==> src/rtl/csfr_defs.svh <==
// constants of the core special-function register bank
// assumes an apb slave with 32-bit data, one register per aligned word
//
// How it works
// - in rc oscillator mode the return pin carries a quarter-rate clock.
// - pc low byte at 02h shows pc bits 7:0, resets to ff.
// - pc upper bits have no data-file address at all.
// - smallest variant pointer resets 111x xxxx, upper three bits read one.
// - mid variant pointer resets 1xxx xxxx; largest variant fully undefined.
// - unimplemented register bits read back as zero, except unused pointer bits, which read one.
// - port a bits 7:4 and port e bits 3:0 read zero.
// - on the smallest variant 07h is general-purpose storage, not port c.
// - on small and mid variants 08h and 09h are general-purpose storage.
// - direction registers have no data-file address and reset to ff.
// - the indirect window redirects to the address held in the pointer.
// - indirect access to the window itself reads 00h and writes nothing.
// - pointer bits 4:0 pick the address; upper bits pick the bank.
`ifndef CSFR_DEFS_SVH
`define CSFR_DEFS_SVH

`define CSFR_IDX_WINDOW 6'h00
`define CSFR_IDX_TIMER 6'h01
`define CSFR_IDX_PCL 6'h02
`define CSFR_IDX_FLAGS 6'h03
`define CSFR_IDX_POINTER 6'h04
`define CSFR_IDX_PORT_A 6'h05
`define CSFR_IDX_PORT_B 6'h06
`define CSFR_IDX_PORT_C 6'h07
`define CSFR_IDX_PORT_D 6'h08
`define CSFR_IDX_PORT_E 6'h09
`define CSFR_IDX_DIR_SET 6'h20
`define CSFR_IDX_OPTION 6'h21
`define CSFR_IDX_CONFIG 6'h22

`define CSFR_BANKED_FROM 5'h10
`define CSFR_PCL_RESET 8'hff
`define CSFR_DIR_RESET 8'hff
`define CSFR_OPTION_RESET 6'h3f
`define CSFR_FLAGS_RESET 8'h18
`define CSFR_FLAGS_WR_MASK 8'he7
`define CSFR_PORT_A_MASK 8'h0f
`define CSFR_PORT_E_MASK 8'hf0
`define CSFR_CLK_DIV_HALF 2'h1

`endif

==> src/rtl/csfr_pkg.sv <==
// types of the core special-function register bank
package csfr_pkg;

  typedef enum logic [1:0] {
    CSFR_SMALL = 2'h0,
    CSFR_MID = 2'h1,
    CSFR_LARGE = 2'h2
  } csfr_variant_t;

  typedef struct packed {
    logic [7:0] e;
    logic [7:0] d;
    logic [7:0] c;
    logic [7:0] b;
    logic [7:0] a;
  } csfr_ports_t;

endpackage : csfr_pkg

==> src/rtl/csfr_top.sv <==
// core special-function register bank with apb slave, port latches and clock out
// assumes a single 20 MHz clock and a synchronous active-high reset
`timescale 1ns/10ps
`default_nettype none
`include "csfr_defs.svh"

module csfr_top
  import csfr_pkg::*;
#(
  parameter csfr_variant_t VARIANT = CSFR_LARGE,
  parameter int PC_WIDTH = 11
) (
  input wire logic CLK_IN,
  input wire logic RESET_IN,
  input wire logic PSEL_IN,
  input wire logic PENABLE_IN,
  input wire logic PWRITE_IN,
  input wire logic [11:0] PADDR_IN,
  input wire logic [31:0] PWDATA_IN,
  input wire csfr_ports_t PORT_PINS_IN,
  output logic PREADY_OUT,
  output logic PSLVERR_OUT,
  output logic [31:0] PRDATA_OUT,
  output csfr_ports_t PORT_LATCH_OUT,
  output csfr_ports_t DIR_CTRL_OUT,
  output logic [PC_WIDTH-1:0] PC_OUT,
  output logic [5:0] OPTION_OUT,
  output logic OSC_RETURN_PIN_OUT
);

  localparam int NBANK = (VARIANT == CSFR_LARGE) ? 8 : (VARIANT == CSFR_MID) ? 4 : 1;

  // five-bit file addresses for the decoders
  localparam logic [4:0] FA_WINDOW = 5'(`CSFR_IDX_WINDOW);
  localparam logic [4:0] FA_TIMER = 5'(`CSFR_IDX_TIMER);
  localparam logic [4:0] FA_PCL = 5'(`CSFR_IDX_PCL);
  localparam logic [4:0] FA_FLAGS = 5'(`CSFR_IDX_FLAGS);
  localparam logic [4:0] FA_POINTER = 5'(`CSFR_IDX_POINTER);
  localparam logic [4:0] FA_PORT_A = 5'(`CSFR_IDX_PORT_A);
  localparam logic [4:0] FA_PORT_B = 5'(`CSFR_IDX_PORT_B);
  localparam logic [4:0] FA_PORT_C = 5'(`CSFR_IDX_PORT_C);
  localparam logic [4:0] FA_PORT_D = 5'(`CSFR_IDX_PORT_D);
  localparam logic [4:0] FA_PORT_E = 5'(`CSFR_IDX_PORT_E);

  logic [7:0] timer_count;
  logic [7:0] pc_low_byte;
  logic [PC_WIDTH-9:0] pc_high;
  logic [7:0] core_flags;
  logic [7:0] indirect_pointer;
  logic rc_mode;
  logic [1:0] clk_div;
  logic [7:0] gpr_mem [0:NBANK*32-1];
  logic [5:0] idx;
  logic addr_ok;
  logic is_file;
  logic setup;
  logic access;
  logic [4:0] tgt;
  logic [2:0] bank;
  logic [7:0] file_rd;
  logic [31:0] next_rdata;
  logic tgt_is_gpr;
  logic wr_bus;
  logic wr_file;

  // pointer bits as software sees them
  function automatic logic [7:0] ptr_view(input logic [7:0] p);
    case (VARIANT)
      CSFR_SMALL: ptr_view = {3'h7, p[4:0]};
      CSFR_MID: ptr_view = {1'h1, p[6:0]};
      default: ptr_view = p;
    endcase
  endfunction

  // bank picked by the pointer upper bits
  function automatic logic [2:0] ptr_bank(input logic [7:0] p);
    case (VARIANT)
      CSFR_SMALL: ptr_bank = 3'h0;
      CSFR_MID: ptr_bank = {1'h0, p[6:5]};
      default: ptr_bank = p[7:5];
    endcase
  endfunction

  // whether a file address holds general-purpose storage
  function automatic logic is_gpr(input logic [4:0] a);
    if (a >= 5'h0a) begin
      is_gpr = 1'b1;
    end else if (a == 5'h07) begin
      is_gpr = (VARIANT == CSFR_SMALL);
    end else if (a == 5'h08 || a == 5'h09) begin
      is_gpr = (VARIANT != CSFR_LARGE);
    end else begin
      is_gpr = 1'b0;
    end
  endfunction

  // storage index; low half of the file is common to all banks
  function automatic int gpr_index(input logic [4:0] a, input logic [2:0] b);
    if (a < `CSFR_BANKED_FROM || int'(b) >= NBANK) begin
      gpr_index = int'(a);
    end else begin
      gpr_index = int'(b) * 32 + int'(a);
    end
  endfunction

  assign setup = PSEL_IN && !PENABLE_IN;
  assign access = PSEL_IN && PENABLE_IN && PREADY_OUT;
  assign idx = PADDR_IN[7:2];
  assign is_file = (PADDR_IN[11:7] == 5'h00);
  assign addr_ok = (PADDR_IN[1:0] == 2'h0) && (is_file || (PADDR_IN[11:8] == 4'h0
    && idx >= `CSFR_IDX_DIR_SET && idx <= `CSFR_IDX_CONFIG));

  // redirect the window through the pointer
  always_comb begin
    if (idx[4:0] == FA_WINDOW) begin
      tgt = indirect_pointer[4:0];
    end else begin
      tgt = idx[4:0];
    end
    bank = ptr_bank(indirect_pointer);
  end

  assign tgt_is_gpr = is_gpr(tgt);

  always_comb begin
    file_rd = 8'h00;
    if (tgt_is_gpr) begin
      file_rd = gpr_mem[gpr_index(tgt, bank)];
    end else begin
      case (tgt)
        FA_WINDOW: file_rd = 8'h00;
        FA_TIMER: file_rd = timer_count;
        FA_PCL: file_rd = pc_low_byte;
        FA_FLAGS: file_rd = core_flags;
        FA_POINTER: file_rd = ptr_view(indirect_pointer);
        FA_PORT_A: file_rd = PORT_PINS_IN.a & `CSFR_PORT_A_MASK;
        FA_PORT_B: file_rd = PORT_PINS_IN.b;
        FA_PORT_C: file_rd = PORT_PINS_IN.c;
        FA_PORT_D: file_rd = PORT_PINS_IN.d;
        FA_PORT_E: file_rd = PORT_PINS_IN.e & `CSFR_PORT_E_MASK;
        default: file_rd = 8'h00;
      endcase
    end
  end

  always_comb begin
    next_rdata = 32'h0000_0000;
    if (is_file) begin
      next_rdata = {24'h00_0000, file_rd};
    end else if (idx == `CSFR_IDX_CONFIG) begin
      next_rdata = {29'h0000_0000, VARIANT, rc_mode};
    end
  end

  // zero-wait apb: ready prepared at the setup edge
  always_ff @(posedge CLK_IN) begin
    if (RESET_IN) begin
      PREADY_OUT <= 1'b0;
    end else begin
      PREADY_OUT <= setup;
    end
  end

  // unmapped or misaligned addresses are refused, never stored
  always_ff @(posedge CLK_IN) begin
    if (RESET_IN) begin
      PSLVERR_OUT <= 1'b0;
    end else begin
      PSLVERR_OUT <= setup && !addr_ok;
    end
  end

  // read data holds until the next setup cycle
  always_ff @(posedge CLK_IN) begin
    if (RESET_IN) begin
      PRDATA_OUT <= 32'h0000_0000;
    end else if (setup) begin
      PRDATA_OUT <= addr_ok && !PWRITE_IN ? next_rdata : 32'h0000_0000;
    end
  end

  // writes land at the access edge only
  assign wr_bus = access && PWRITE_IN && addr_ok;
  assign wr_file = wr_bus && is_file;

  always_ff @(posedge CLK_IN) begin
    if (wr_file && tgt_is_gpr) begin
      gpr_mem[gpr_index(tgt, bank)] <= PWDATA_IN[7:0];
    end
  end

  // window target 00h matches no register below: stores nothing
  always_ff @(posedge CLK_IN) begin
    if (RESET_IN) begin
      timer_count <= 8'h00;
    end else if (wr_file && tgt == FA_TIMER) begin
      timer_count <= PWDATA_IN[7:0];
    end
  end

  // upper pc bits have no file address and keep their reset value
  always_ff @(posedge CLK_IN) begin
    if (RESET_IN) begin
      pc_low_byte <= `CSFR_PCL_RESET;
      pc_high <= '1;
    end else if (wr_file && tgt == FA_PCL) begin
      pc_low_byte <= PWDATA_IN[7:0];
    end
  end

  // bits 4:3 are read-only flags; the bus changes only the others
  always_ff @(posedge CLK_IN) begin
    if (RESET_IN) begin
      core_flags <= `CSFR_FLAGS_RESET;
    end else if (wr_file && tgt == FA_FLAGS) begin
      core_flags <= (core_flags & ~`CSFR_FLAGS_WR_MASK)
        | (PWDATA_IN[7:0] & `CSFR_FLAGS_WR_MASK);
    end
  end

  always_ff @(posedge CLK_IN) begin
    if (RESET_IN) begin
      indirect_pointer <= 8'h00;
    end else if (wr_file && tgt == FA_POINTER) begin
      indirect_pointer <= PWDATA_IN[7:0];
    end
  end

  // port latches drive the pins from the next cycle on
  always_ff @(posedge CLK_IN) begin
    if (RESET_IN) begin
      PORT_LATCH_OUT <= '0;
    end else if (wr_file && !tgt_is_gpr) begin
      case (tgt)
        FA_PORT_A: PORT_LATCH_OUT.a <= PWDATA_IN[7:0] & `CSFR_PORT_A_MASK;
        FA_PORT_B: PORT_LATCH_OUT.b <= PWDATA_IN[7:0];
        FA_PORT_C: PORT_LATCH_OUT.c <= PWDATA_IN[7:0];
        FA_PORT_D: PORT_LATCH_OUT.d <= PWDATA_IN[7:0];
        FA_PORT_E: PORT_LATCH_OUT.e <= PWDATA_IN[7:0] & `CSFR_PORT_E_MASK;
        default: ;
      endcase
    end
  end

  // direction set outside the data file; bits 10:8 pick the port
  always_ff @(posedge CLK_IN) begin
    if (RESET_IN) begin
      DIR_CTRL_OUT <= {5{`CSFR_DIR_RESET}};
    end else if (wr_bus && idx == `CSFR_IDX_DIR_SET) begin
      case (PWDATA_IN[10:8])
        3'h0: DIR_CTRL_OUT.a <= PWDATA_IN[7:0];
        3'h1: DIR_CTRL_OUT.b <= PWDATA_IN[7:0];
        3'h2: DIR_CTRL_OUT.c <= PWDATA_IN[7:0];
        3'h3: DIR_CTRL_OUT.d <= PWDATA_IN[7:0];
        3'h4: DIR_CTRL_OUT.e <= PWDATA_IN[7:0];
        default: ;
      endcase
    end
  end

  always_ff @(posedge CLK_IN) begin
    if (RESET_IN) begin
      OPTION_OUT <= `CSFR_OPTION_RESET;
    end else if (wr_bus && idx == `CSFR_IDX_OPTION) begin
      OPTION_OUT <= PWDATA_IN[5:0];
    end
  end

  // rc oscillator mode enables the quarter-rate clock out
  always_ff @(posedge CLK_IN) begin
    if (RESET_IN) begin
      rc_mode <= 1'b0;
    end else if (wr_bus && idx == `CSFR_IDX_CONFIG) begin
      rc_mode <= PWDATA_IN[0];
    end
  end

  always_ff @(posedge CLK_IN) begin
    if (RESET_IN) begin
      PC_OUT <= '1;
    end else begin
      PC_OUT <= {pc_high, pc_low_byte};
    end
  end

  // toggle every two cycles: a quarter of the input rate
  always_ff @(posedge CLK_IN) begin
    if (RESET_IN || !rc_mode) begin
      clk_div <= 2'h0;
      OSC_RETURN_PIN_OUT <= 1'b0;
    end else begin
      clk_div <= (clk_div == `CSFR_CLK_DIV_HALF) ? 2'h0 : clk_div + 2'h1;
      if (clk_div == `CSFR_CLK_DIV_HALF) begin
        OSC_RETURN_PIN_OUT <= !OSC_RETURN_PIN_OUT;
      end
    end
  end

endmodule // csfr_top

`default_nettype wire

==> config.mk <==
export PLATFORM = sky130hd
export DESIGN_NAME = csfr_top
export DESIGN_NICKNAME = d
export VERILOG_FILES = /design/src/rtl/csfr_pkg.sv /design/src/rtl/csfr_top.sv
export VERILOG_INCLUDE_DIRS = /design/src /design/src/rtl
export SDC_FILE = /design/constraint.sdc
export NUM_CORES = 2
export LEC_CHECK = 0
export BUFFER_PORTS_ARGS = -buffer_cell sky130_fd_sc_hd__buf_4
export CORE_AREA = 4 4 371 373
export CTS_CLUSTER_SIZE = 25
export DETAILED_ROUTE_END_ITERATION = 8
export DIE_AREA = 0 0 375 377
export SLEW_MARGIN = 20
export SYNTH_ARGS = -nofsm -noshare
export SYNTH_HDL_FRONTEND = slang
export SYNTH_SLANG_ARGS = --single-unit
==> constraint.sdc <==
create_clock -name CLK_IN -period 4.1 [get_ports CLK_IN]
set_input_delay 0.41 -clock CLK_IN [delete_from_list [all_inputs] [get_ports CLK_IN]]
set_output_delay 0.41 -clock CLK_IN [all_outputs]
set_load 0.005 [all_outputs]
==> key figures <==
Status
  – Status: finished, final reports clean

Synth
  – Largest area contributor in the netlist: edfxtp_1
  – Multiplexer share of the synthesized area: 0.04314
  – Combinational family with the most area after synthesis: compound AO/OA/AOI/OAI gates
  – Post-Synth XOR/XNOR Area: 0.0001729
  – Most instantiated cells after synthesis: 1,152 x edfxtp_1, 517 x nand2_1, 217 x nor2_1
  – Post-Synth Simple-Gate Area: 0.08425
  – Netlist cell types: 85
  – Synth Instances: 3,565
  – Synth warnings: 0
  – Yosys top cell area share: 0.6827
  – Synthesis-stage register bit count: 1,282
  – Most frequent cell after synthesis: edfxtp_1
  – Post-synth EDFFs: 1,152
  – Seq/Total Area, Yosys: 0.7341
  – Mapped Area: 50,670 um2
  – Ys async rst share: 0
  – Main synth FF type: edfxtp_1
  – Synth top area cells: edfxtp_1 68%, dfxtp_1 5.1%, nand2_1 3.8%
  – Synthesized-area fraction occupied by adder cells: 0.0002469
  – Post-Syn Area per Cell: 14.21 um2
  – Post-synthesis compound-gate area fraction: 0.1074

Clocking
  – Clk buf depth: 3
  – Clock transition at path regs: 60 ps
  – Num CTS Buffers: 137
  – # clock sinks: 1,282
  – Clk_lat worst skew: 750 ps
  – Resized cells post-CTS: 0
  – Hold-fix buffers at CTS: 0
  – Root buffer cell: clkbuf_16
  – H-tree depth: 4
  – Post CTS Setup Buffer Count: 0
  – CTS tree: built

Setup path
  – CP peak stage delay: 560 ps
  – Worst Setup End Kind: register
  – Kind of critical path: register to register
  – Slowest stage cell, crit path: dfxtp_1
  – CP bufs+invs: 4
  – R2R cell count: 12
  – Worst-path cell chain: nor2_1 -> o21ai_4 -> buf_12 -> buf_4 -> o221ai_1 -> a31oi_1 -> nor4_1 -> a2111oi_0 -> buf_4 -> nand4_1 -> buf_4 -> a31oi_1
  – Worst Path Required: 4760 ps
  – Crit start category: register
  – Top delay family on crit path: compound AO/OA/AOI/OAI gates
  – WP depth: 12
  – Critical Path AT: 4320 ps
  – Cell mode on critical path: buf_4
  – CP max FO: 44

Floorplan
  – Core ar.: 134,600 um2
  – Num rows: 135
  – I/O pin total: 221
  – Die W: 375 um
  – Die Ht: 377 um
  – Starting Density: 0.3764
  – Total die area: 141,400 um2

Run
  – # Max-Cap Violations: 0

Power
  – P per Cell Area: 456.4 nW/um2
  – Maximum VDD drop: 400.1 uV
  – Leak pwr: 20.54 nW

Routing
  – Total number of vias: 34,210
  – Starting DRT DRC Count: 4,316
  – Avg WL per Cell: 27.95 um
  – Total iterations of the first detailed-routing run: 6
  – Antenna Violating Nets Remaining: 0
  – Routed Wire Length: 164.7 mm
  – Via/cell ratio: 5.806
  – DR DRC count: 0

STA
  – Final hold violation count: 0
  – # setup viols final: 0
  – Worst hold slack: 67.09 ps
  – Fin crit period: 3656 ps
  – Slew Limit Fails: 0
  – Actual slew at the worst max-slew pin: 1085 ps
  – Tcrit/Tclk final: 0.8917
  – Max-slew headroom: 0.2769
  – Final setup TNS: 0 ps
  – Worst setup margin: 444.1 ps
  – RSZ-0062 raised after global routing: false
  – Worst clock skew: 29.70 ps
  – Highest clock rate: 0.2735 GHz

Placed design
  – Detailed placer's ending HPWL: 103.6 mm
  – Worst slack, placed: 195.5 ps
  – Port Buffers: 156
  – Placer congestion estimate: 0.9103

Min path
  – Worst Hold Class: primary input to register
  – WHS Path Cells: 3

Final layout
  – Area delta synth->final: 19.00%
  – Filler cells: 11,900
  – Fraction of layout cells with a size suffix above 1: 0.1777
  – Final net count: 4,100

GRT
  – Total congestion overflow: 0
  – First-pass GRT wire length: 235.0 mm
  – Vias in the first global route: 32,320
  – Initial antenna violation count: 5
  – GR Util All Layers: 0.2279
  – Largest net degree at the start of global routing: 114
[kinds of logic (layout without fill, tap and decap cells)]
group | count (synthesis) | in the layout
compound gates | 772 | 772
xor+xnor | 1 | 1
fa+ha+maj | 1 | 1
buf+inv | 323 | 753
flops | 1282 | 1282
mux | 193 | 193
other cells | 2 | 119
simple gates | 991 | 991
[stage by stage]
stage	utilization	instances	cell area, um2	total power [mW]
floorplan	-	3678	51090	15.29
global placement	0.4171	5652	56150	16.14
detailed placement	0.4171	5652	56150	16.15
CTS	0.4478	5889	60290	27.64
global route	0.4478	5889	60290	28.29
finish	0.4479	5893	60300	27.52
[final cells by class]
type | instances | area, um2 | share of cell area
Inverter | 36 | 135.1 | 0.002241
Antenna cell | 4 | 10.01 | 0.0001660
Sequential cell | 1282 | 37200 | 0.6169
Timing Repair Buffer | 480 | 4076 | 0.06760
Multi-Input combinational cell | 2073 | 12510 | 0.2075
Clock inverter | 58 | 426.7 | 0.007076
Tap cell | 1781 | 2228 | 0.03696
Clock buffer | 179 | 3714 | 0.06159
[state kept, by name (all words and copies together), names as in the netlist]
signal and cells:
clk_div 2, indirect_pointer 8, PORT_LATCH_OUT 32, core_flags 6, DIR_CTRL_OUT 40, PC_OUT 8, PREADY_OUT 1, PSLVERR_OUT 1
rc_mode 1, PRDATA_OUT 8, timer_count 8, OPTION_OUT 6, gpr_mem 1152, pc_low_byte 8, OSC_RETURN_PIN_OUT 1
[worst register-to-register path, stage by stage (launching register included)]
cell	delay (ps)
dfxtp_1	560
nor2_1	200
o21ai_4	300
buf_12	300
buf_4	350
o221ai_1	130
a31oi_1	490
nor4_1	170
a2111oi_0	320
buf_4	190
nand4_1	190
buf_4	220
a31oi_1	150
[report_power, final]
group / switching (mW) / internal (mW) / leakage [nW]
clock network: 5.00 / 6.61 / 2.03
registers: 0.0161 / 14.3 / 11.5
logic: 1.14 / 0.454 / 7.04
[layer usage]
metal  track usage  share of wire  vias up
li1              -              -    14620
met1        0.3114           0.40    17280
met2        0.3505           0.45     1943
met3       0.05540           0.11      364
met4       0.09295          0.042        4
met5             0        0.00016        -
[path summary, 6_finish.rpt]
kind | start | end | slack [ps]
setup / recovery | indirect_pointer[1]$_SDFFE_PP0P_ | PRDATA_OUT[3]$_SDFFE_PP0P_ | 440
hold / removal | PORT_PINS_IN[24] | PRDATA_OUT[0]$_SDFFE_PP0P_ | 70
setup reg to reg | indirect_pointer[1]$_SDFFE_PP0P_ | PRDATA_OUT[3]$_SDFFE_PP0P_ | 440
hold reg to reg | clk_div[0]$_SDFF_PP0_ | clk_div[0]$_SDFF_PP0_ | 430
[placed cells by master, fill, tap and decap left out, types with 8 or more instances in the layout]
| cell type | instances |
|---|---|
| a2111oi_0 | 8 |
| a211oi_1 | 67 |
| a21oi_1 | 116 |
| a221oi_1 | 26 |
| a22o_1 | 10 |
| a22oi_1 | 19 |
| a311oi_1 | 8 |
| a31oi_1 | 126 |
| and2_1 | 8 |
| and3_1 | 9 |
| buf_12 | 36 |
| buf_4 | 438 |
| clkbuf_1 | 32 |
| clkbuf_16 | 141 |
| clkinv_1 | 28 |
| clkinv_2 | 18 |
| conb_1 | 115 |
| dfxtp_1 | 130 |
| edfxtp_1 | 1152 |
| inv_1 | 35 |
| mux2i_1 | 170 |
| mux4_2 | 20 |
| nand2_1 | 517 |
| nand2b_1 | 9 |
| nand3_1 | 103 |
| nand4_1 | 14 |
| nor2_1 | 216 |
| nor3_1 | 28 |
| nor3_2 | 9 |
| nor4_1 | 31 |
| o211ai_1 | 11 |
| o21ai_0 | 80 |
| o221ai_1 | 145 |
| o22ai_1 | 69 |
| or2_2 | 9 |
Power figures use the tool's default switching activity.
